[src/wdt_pkg.sv]
// Package for the supervisor reset pulse generator and watchdog.
// Assumes a 40 MHz system clock.
package wdt_pkg;

	localparam int unsigned CLK_HZ          = 40_000_000;
	localparam int unsigned STRETCH_MS      = 140;
	localparam int unsigned TIMEOUT_MS      = 1600;
	localparam longint unsigned STRETCH_CYC = (longint'(STRETCH_MS) * CLK_HZ + 999) / 1000;
	localparam longint unsigned TIMEOUT_CYC = (longint'(TIMEOUT_MS) * CLK_HZ) / 1000;
	localparam int unsigned CNT_W           = 27;

	typedef enum logic [2:0] {
		ST_HOLD  = 3'h1,
		ST_RUN   = 3'h2,
		ST_PULSE = 3'h4
	} wd_state_t;

	typedef struct packed {
		logic lvl;
		logic flt;
	} kick_t;

	typedef struct packed {
		wd_state_t        st;
		logic [CNT_W-1:0] stretch;
		logic [CNT_W-1:0] wd;
		logic             kick_m;
		logic             kick_s;
		logic             flt_m;
		logic             flt_s;
		logic             kick_d;
		logic             low_m;
		logic             low_s;
		logic             rst_n;
	} wdt_state_t;

endpackage : wdt_pkg
[src/supervisor_watchdog_reset.sv]
// Reset pulse generator and watchdog timer of a microprocessor supervisor.
// Assumes supply-low and kick inputs arrive asynchronously from pins.
`timescale 1ns/100ps
module supervisor_watchdog_reset
	import wdt_pkg::*;
#(
	parameter logic [CNT_W-1:0] STRETCH_CNT = CNT_W'(STRETCH_CYC),
	parameter logic [CNT_W-1:0] TIMEOUT_CNT = CNT_W'(TIMEOUT_CYC)
) (
	// Clock and reset
	input  wire logic  SYS_CLK_I,
	input  wire logic  RESET_I,
	// Supply comparator
	input  wire logic  SUPPLY_LOW_I,
	// Watchdog kick input, level and float detect
	input  wire kick_t WATCHDOG_KICK_INPUT_I,
	// Open-drain reset to processor
	output logic       CPU_RST_N_O,
	output logic       CPU_RST_N_OE_N_O
);

	// ----------------------------------------
	// State and next state
	// ----------------------------------------
	wdt_state_t q_ff;
	wdt_state_t nxt_q;
	logic       kick_edge;

	// ----------------------------------------
	// Synchronisers, edge detect, sequencer
	// ----------------------------------------
	always_comb begin
		nxt_q        = q_ff;
		nxt_q.kick_m = WATCHDOG_KICK_INPUT_I.lvl;
		nxt_q.kick_s = q_ff.kick_m;
		nxt_q.flt_m  = WATCHDOG_KICK_INPUT_I.flt;
		nxt_q.flt_s  = q_ff.flt_m;
		nxt_q.low_m  = SUPPLY_LOW_I;
		nxt_q.low_s  = q_ff.low_m;
		nxt_q.kick_d = q_ff.kick_s;
		kick_edge    = (q_ff.kick_s != q_ff.kick_d) && !q_ff.flt_s;
		unique case (q_ff.st)
			ST_HOLD: begin
				nxt_q.wd    = '0;
				nxt_q.rst_n = 1'b0;
				if (q_ff.low_s) begin
					nxt_q.stretch = '0;
				end else if (q_ff.stretch >= STRETCH_CNT - 1'b1) begin
					nxt_q.st      = ST_RUN;
					nxt_q.rst_n   = 1'b1;
					nxt_q.stretch = '0;
				end else begin
					nxt_q.stretch = q_ff.stretch + 1'b1;
				end
			end
			ST_RUN: begin
				nxt_q.rst_n = 1'b1;
				if (q_ff.low_s) begin
					nxt_q.st      = ST_HOLD;
					nxt_q.rst_n   = 1'b0;
					nxt_q.wd      = '0;
					nxt_q.stretch = '0;
				end else if (q_ff.flt_s || kick_edge) begin
					nxt_q.wd = '0;
				end else if (q_ff.wd >= TIMEOUT_CNT - 1'b1) begin
					nxt_q.st      = ST_PULSE;
					nxt_q.rst_n   = 1'b0;
					nxt_q.wd      = '0;
					nxt_q.stretch = '0;
				end else begin
					nxt_q.wd = q_ff.wd + 1'b1;
				end
			end
			ST_PULSE: begin
				nxt_q.rst_n = 1'b0;
				nxt_q.wd    = '0;
				if (q_ff.low_s) begin
					nxt_q.st      = ST_HOLD;
					nxt_q.stretch = '0;
				end else if (q_ff.stretch >= STRETCH_CNT - 1'b1) begin
					nxt_q.st      = ST_RUN;
					nxt_q.rst_n   = 1'b1;
					nxt_q.stretch = '0;
				end else begin
					nxt_q.stretch = q_ff.stretch + 1'b1;
				end
			end
			default: begin
				nxt_q.st    = ST_HOLD;
				nxt_q.rst_n = 1'b0;
			end
		endcase
	end

	// ----------------------------------------
	// State register
	// ----------------------------------------
	always_ff @(posedge SYS_CLK_I) begin
		if (RESET_I) begin
			q_ff <= '{st: ST_HOLD, stretch: '0, wd: '0, kick_m: 1'b0, kick_s: 1'b0,
				flt_m: 1'b1, flt_s: 1'b1, kick_d: 1'b0, low_m: 1'b1, low_s: 1'b1,
				rst_n: 1'b0};
		end else begin
			q_ff <= nxt_q;
		end
	end

	// ----------------------------------------
	// Reset output
	// ----------------------------------------
	// Open drain: value always low, enable low pulls
	assign CPU_RST_N_O      = 1'b0;
	assign CPU_RST_N_OE_N_O = q_ff.rst_n;

	// ----------------------------------------
	// Assertions
	// ----------------------------------------
	property p_low_hold;
		@(posedge SYS_CLK_I) disable iff (RESET_I)
		q_ff.low_s |=> !q_ff.rst_n;
	endproperty
	a_low_hold: assert property (p_low_hold) else $error("reset released during supply low");

	property p_stretch;
		@(posedge SYS_CLK_I) disable iff (RESET_I)
		$fell(q_ff.rst_n) |-> q_ff.stretch == '0;
	endproperty
	a_stretch: assert property (p_stretch) else $error("stretch not restarted");

	property p_release;
		@(posedge SYS_CLK_I) disable iff (RESET_I)
		$rose(q_ff.rst_n) |-> $past(q_ff.stretch) == STRETCH_CNT - 1'b1;
	endproperty
	a_release: assert property (p_release) else $error("reset released early");

	property p_float;
		@(posedge SYS_CLK_I) disable iff (RESET_I)
		q_ff.flt_s && q_ff.rst_n && !q_ff.low_s |=> q_ff.wd == '0 && q_ff.rst_n;
	endproperty
	a_float: assert property (p_float) else $error("watchdog ran while floating");

	property p_kick;
		@(posedge SYS_CLK_I) disable iff (RESET_I)
		kick_edge && q_ff.st == ST_RUN && !q_ff.low_s |=> q_ff.wd == '0;
	endproperty
	a_kick: assert property (p_kick) else $error("kick did not restart");

	property p_fresh;
		@(posedge SYS_CLK_I) disable iff (RESET_I)
		$rose(q_ff.rst_n) |-> q_ff.wd == '0;
	endproperty
	a_fresh: assert property (p_fresh) else $error("time-out not fresh");

	property p_expire;
		@(posedge SYS_CLK_I) disable iff (RESET_I)
		q_ff.st == ST_RUN && q_ff.wd == TIMEOUT_CNT - 1'b1 && !kick_edge && !q_ff.flt_s
		&& !q_ff.low_s |=> !q_ff.rst_n;
	endproperty
	a_expire: assert property (p_expire) else $error("no pulse on expiry");

	property p_wd_low;
		@(posedge SYS_CLK_I) disable iff (RESET_I)
		q_ff.low_s |=> q_ff.wd == '0;
	endproperty
	a_wd_low: assert property (p_wd_low) else $error("watchdog ran in supply low");

	property p_hold_low;
		@(posedge SYS_CLK_I) disable iff (RESET_I)
		q_ff.st == ST_HOLD && q_ff.stretch < STRETCH_CNT - 1'b1 |=> !q_ff.rst_n;
	endproperty
	a_hold_low: assert property (p_hold_low) else $error("power-up stretch cut short");

	property p_hold_end;
		@(posedge SYS_CLK_I) disable iff (RESET_I)
		q_ff.st == ST_HOLD && !q_ff.low_s && q_ff.stretch == STRETCH_CNT - 1'b1
		|=> q_ff.st == ST_RUN && q_ff.rst_n;
	endproperty
	a_hold_end: assert property (p_hold_end) else $error("power-up reset not released");

	property p_pulse_low;
		@(posedge SYS_CLK_I) disable iff (RESET_I)
		q_ff.st == ST_PULSE && q_ff.stretch < STRETCH_CNT - 1'b1 |=> !q_ff.rst_n;
	endproperty
	a_pulse_low: assert property (p_pulse_low) else $error("watchdog pulse cut short");

	property p_pulse_end;
		@(posedge SYS_CLK_I) disable iff (RESET_I)
		q_ff.st == ST_PULSE && !q_ff.low_s && q_ff.stretch == STRETCH_CNT - 1'b1
		|=> q_ff.st == ST_RUN && q_ff.rst_n;
	endproperty
	a_pulse_end: assert property (p_pulse_end) else $error("watchdog pulse not ended");

	property p_expiry_time;
		@(posedge SYS_CLK_I) disable iff (RESET_I)
		$fell(q_ff.rst_n) && !$past(q_ff.low_s) |-> $past(q_ff.wd) == TIMEOUT_CNT - 1'b1;
	endproperty
	a_expiry_time: assert property (p_expiry_time) else $error("early expiry");

	property p_wd_count;
		@(posedge SYS_CLK_I) disable iff (RESET_I)
		q_ff.st == ST_RUN && !q_ff.low_s && !q_ff.flt_s && !kick_edge
		&& q_ff.wd < TIMEOUT_CNT - 1'b1 |=> q_ff.wd == $past(q_ff.wd) + 1'b1;
	endproperty
	a_wd_count: assert property (p_wd_count) else $error("watchdog count stalled");

	c_pulse: cover property (@(posedge SYS_CLK_I) q_ff.st == ST_RUN ##1 q_ff.st == ST_PULSE);
	c_power: cover property (@(posedge SYS_CLK_I) q_ff.st == ST_HOLD ##1 q_ff.st == ST_RUN);
	c_kick: cover property (@(posedge SYS_CLK_I) kick_edge && q_ff.st == ST_RUN);
	c_float: cover property (@(posedge SYS_CLK_I) q_ff.flt_s && q_ff.st == ST_RUN);
	c_brown: cover property (@(posedge SYS_CLK_I) q_ff.st == ST_RUN ##1 q_ff.st == ST_HOLD);

endmodule : supervisor_watchdog_reset

[config.mk]
export PLATFORM = sky130hd
export DESIGN_NAME = supervisor_watchdog_reset
export DESIGN_NICKNAME = d
export VERILOG_FILES = /design/src/wdt_pkg.sv /design/src/supervisor_watchdog_reset.sv
export SDC_FILE = /design/constraint.sdc
export NUM_CORES = 1
export LEC_CHECK = 0
export BUFFER_PORTS_ARGS = -buffer_cell sky130_fd_sc_hd__buf_2
export CAP_MARGIN = 20
export CORE_MARGIN = 10
export CORE_UTILIZATION = 45
export CTS_CLUSTER_SIZE = 40
export DETAILED_ROUTE_END_ITERATION = 8
export PLACE_DENSITY_LB_ADDON = 0.3
export SLEW_MARGIN = 20
export SYNTH_ARGS = -nofsm -noshare
export SYNTH_HDL_FRONTEND = slang
export SYNTH_SLANG_ARGS = --single-unit
[constraint.sdc]
create_clock -name SYS_CLK_I -period 2.5 [get_ports SYS_CLK_I]
set_input_delay 0 -clock SYS_CLK_I [delete_from_list [all_inputs] [get_ports SYS_CLK_I]]
set_output_delay 0 -clock SYS_CLK_I [all_outputs]
set_load 0.02 [all_outputs]
==> metrics.sh <==
SLEW_VIOLATIONS=0
SYNTH_COMPOUND_AREA_SHARE_PCT=15.81
YOSYS_MOST_USED_DFF='dfxtp_1'
MULTIINPUTGATEAREA_SQ_MM=0.001902
SHARE_OF_FINAL_LAYOUT_STANDARD_CELLS_STRONGER_THAN_DRIVE_STRENGTH_1_PCT=11.09
CLOCK_SINKS=65
FINALHOLDVIOLATIONS=0
DRV_CAP=0
MAX-CLOCK-PATH-BUFFERS=2
POST-LAYOUT-TOTAL-POWER_W=0.001978
TIMING.SETUP.CRITICAL_PATH_CLASS='reg -> reg'
YOSYS.AREA.TOP_TYPE='dfxtp_1'
POST-ROUTE-CELL-AREA_SQ_MM=0.003724
WORST-R2R-SETUP-SLACK_NS=0.13
LAYOUT_COMMON_CELLS='65 x dfxtp_1, 49 x nand2_1, 40 x nor2_1, 28 x a21oi_1, 17 x nand3_1'
SYNTH.AVG_CELL_AREA_SQ_UM=7.990
SEQ_AREA_FRAC_SYNTH_PCT=39.25
SEQUENTIAL_CELL_AREA_SQ_MM=0.001301
SYNTH_TOP_FAMILY_BY_AREA='simple AND/OR/NAND/NOR gates'
SYNTH_SIMPLE_GATE_AREA_SHARE_PCT=34.15
MAPPEDNETLISTNETS=422
REMAINING_DRC_ERRORS=0
FINALCRITICALPERIOD_NS=2.366
TOTALNEGATIVESETUPSLACK_NS=0
DP_HPWL_MICRONS=4822
HOLD_PATH_DEPTH=4
LAYOUT_COMMONEST_CELL='dfxtp_1'
ACHIEVABLE-FREQUENCY_MHz=422.6
POST-PLACE-CELLS=511
TIMING.CRITICAL_PATH.FROM_TYPE='flop'
SKEW_NS=0.01210
YOSYS_WARNINGS=0
GLOBAL_ROUTE.OVERFLOW_TOTAL=0
CAPTURE_ENDPOINT_OF_THE_WORST_HOLD_PATH='q_ff[30]'
GRT_PASS1_VIAS=2622
REG2REG_FROM='q_ff[35]'
HOLD_PATH_CLASS='in -> reg'
POST_SYNTH_NUM_CELL_TYPES=56
POWER.DENSITY_CELL_AREA_mW_PER_MM2=531.3
DRT_FIRST_PASS_ITERS=4
YOSYS_REGISTER_BITS=65
ROWS=31
TIMING.CRITICAL_PATH.FANOUT_MAX=5
PLACED_INSTANCE_AREA_SQ_MM=0.003463
DETAIL-ROUTE-ANTENNA-NETS=0
SYNTHESIS.AREA_SQ_MM=0.003316
LAYOUT.FILLER_CELLS=727
STATUS='complete, no violations'
ARRIVAL_NS=2.63
CTS.REPORTEDPATHS.CLKPINSLEW_NS=0.07
POST-SYNTH-TOP-AREA-FRACTION_PCT=39.25
FINISH.CELL_COUNT_WITHOUT_FILLERS=532
DIE_WIDTH_MICRONS=105.8
SYNTH_TOP_CELLS_BY_AREA='dfxtp_1 39%, nand2_1 5.5%, nor2_1 4.5%'
TIMING.RR.END='q_ff[57]'
SYNTHESIS.INSTANCES=415
TOTALWIRELENGTH_MICRONS=7065
FLOW.AREA_GROWTH_FROM_SYNTHESIS_PCT=12.30
CRIT_REQUIRED_NS=2.76
DR_TOTAL_VIAS=2938
LEAST_MARGIN_PIN_SLEW_NS=0.6597
FLOORPLAN.INITIALDENSITY_PCT=45.96
NNETSFINAL=436
CTS_TREE='yes'
POST_DRT_VIA_CELL_RATIO=5.523
TIMING.CRITICAL_PATH.TO_TYPE='flop'
CLK_LATENCY_NS=0.34
SYNTH-EDFF-COUNT=0
GRT_USAGE_PCT=12.81
LEAK_PWR_nW=1.205
YOSYS-MUX-AREA-FRACTION_PCT=0.6038
SHARE_OF_SYNTHESIZED_CELL_AREA_IN_FULL_ADDER_HALF_ADDER_AND_MAJORITY_CELLS_PCT=0.7547
GRT_MAX_DEGREE=45
DRT_ITER0_DRC=136
SLEW_HEADROOM_PCT=55.78
FINAL.PERIOD_UTILIZATION_PCT=94.65
SYNTHARSTFLOPSHARE_PCT=0
CTS_INSERTED_BUFFERS=9
DIE_HEIGHT_MICRONS=105.8
YOSYS.AREA_SHARE.XOR_XNOR_PCT=5.547
GRT_PASS1_WL_MICRONS=12220
FF2FF_PATH_DEPTH=7
DIE-AREA_SQ_MM=0.01120
PLACE_CONGESTION=0.8217
WIRE_PER_INST_MICRONS=13.28
PORT-BUFFER-COUNT=5
H_TREE_LEVEL_COUNT=3
CORE_AREA_SQ_MM=0.007214
GRT_ANTENNA_BEFORE_REPAIR=0
ANTENNA_CELLS_INSERTED=0
MIN_FROM='RESET_I'
WORST_IR_DROP_VDD_mV=0.2990
ROOT_BUFFER='clkbuf_8'
FINAL-SETUP-VIOL-COUNT=0
BOUNDARYPINS=7
area by class of cell:
cell class                 instances  area share (%)
clock buffer                      12           4.167
clock inverter                     3           1.075
inverter                          13           1.310
multi-input combinational        319           51.08
sequential                        65           34.95
tap                               99           3.327
timing repair buffer              21           4.099
through the flow:
stage                     setup slack [ns]  hold slack [ns]  utilization, %
after floorplan                     0.4153           0.1038               -
after global placement              0.2354           0.1842           48.01
after detailed placement            0.1397           0.1892           48.01
after CTS                           0.1240           0.1521           51.13
after global routing              -0.01275           0.2257           51.61
final                               0.1337           0.1896           51.61
worst max-delay path, stage by stage, from the launching register on:
cell,delay [ns]
dfxtp_1,0.37
ha_2,0.22
nand3_2,0.15
nor4b_4,0.41
nand4_1,0.20
or3_4,0.42
o41a_1,0.39
nor3_2,0.14
registers in the layout (all words and copies together) (netlist names):
signal	flops
CPU_RST_N_OE_N_O	1
nxt_q	4
q_ff	60
what timing repair did:
| action | CTS | global route |
|---|---|---|
| setup buffers | 0 | 3 |
| gates resized for setup | 0 | 2 |
| setup endpoints to repair | 0 | 1 |
| endpoints found under the hold margin | 3 | 0 |
| hold buffers | 3 | 0 |
logic make-up after synthesis:
group | Yosys count
AO/OA/AOI/OAI | 82
XOR/XNOR | 21
adder cells (fa/ha/maj) | 2
buffers and inverters | 31
flip-flops | 65
multiplexers | 2
other | 1
AND/OR/NAND/NOR | 211
worst max-delay path by stage:
stage               startpoint  endpoint  slack, ns
floorplan              q_ff[8]  q_ff[17]       0.42
global placement      q_ff[35]  q_ff[57]       0.24
detailed placement     q_ff[8]  q_ff[27]       0.14
CTS                    q_ff[8]  q_ff[27]       0.12
global route          q_ff[35]  q_ff[57]      -0.01
finish                q_ff[35]  q_ff[57]       0.13
power by group:
part	internal, W	leakage (nW)	switching [W]	total, W
clock	0.000507	0.102	0.000388	0.000894
combinational	0.0000164	0.578	0.0000238	0.0000402
sequential	0.00104	0.525	0.00000293	0.00104
per-layer routing:
metal / global-route usage (%) / vias to the layer above / part of all wire [%]
li1: - / 1508 / -
met1: 17.98 / 1370 / 52
met2: 18.51 / 50 / 42
met3: 2.558 / 10 / 4.0
met4: 5.513 / 0 / 1.5
met5: 0 / - / 0
synthesized netlist by cell type (2+ instances only):
master    instances
ha_1              2
nand4_1          14
nand3_1          17
o31ai_1           3
xor2_1           10
nor2_1           40
a22oi_1           3
xnor2_1          11
nor3_1           17
o21a_1            4
nand2b_1          5
clkbuf_1         13
dfxtp_1          65
and4_1            7
mux2i_1           2
and2_1           15
o21ai_0          13
o21ai_1           5
nor2b_1           7
or3b_1            2
a21oi_1          28
inv_1            13
a211oi_1          2
buf_2             3
nor4_1            3
or2_1             2
or3_1             9
and3_1            6
nand2_1          49
a31oi_1           6
or2_2             5
o32ai_1           7
or4_1             4
Note: power is estimated with default switching activity, not from simulation.
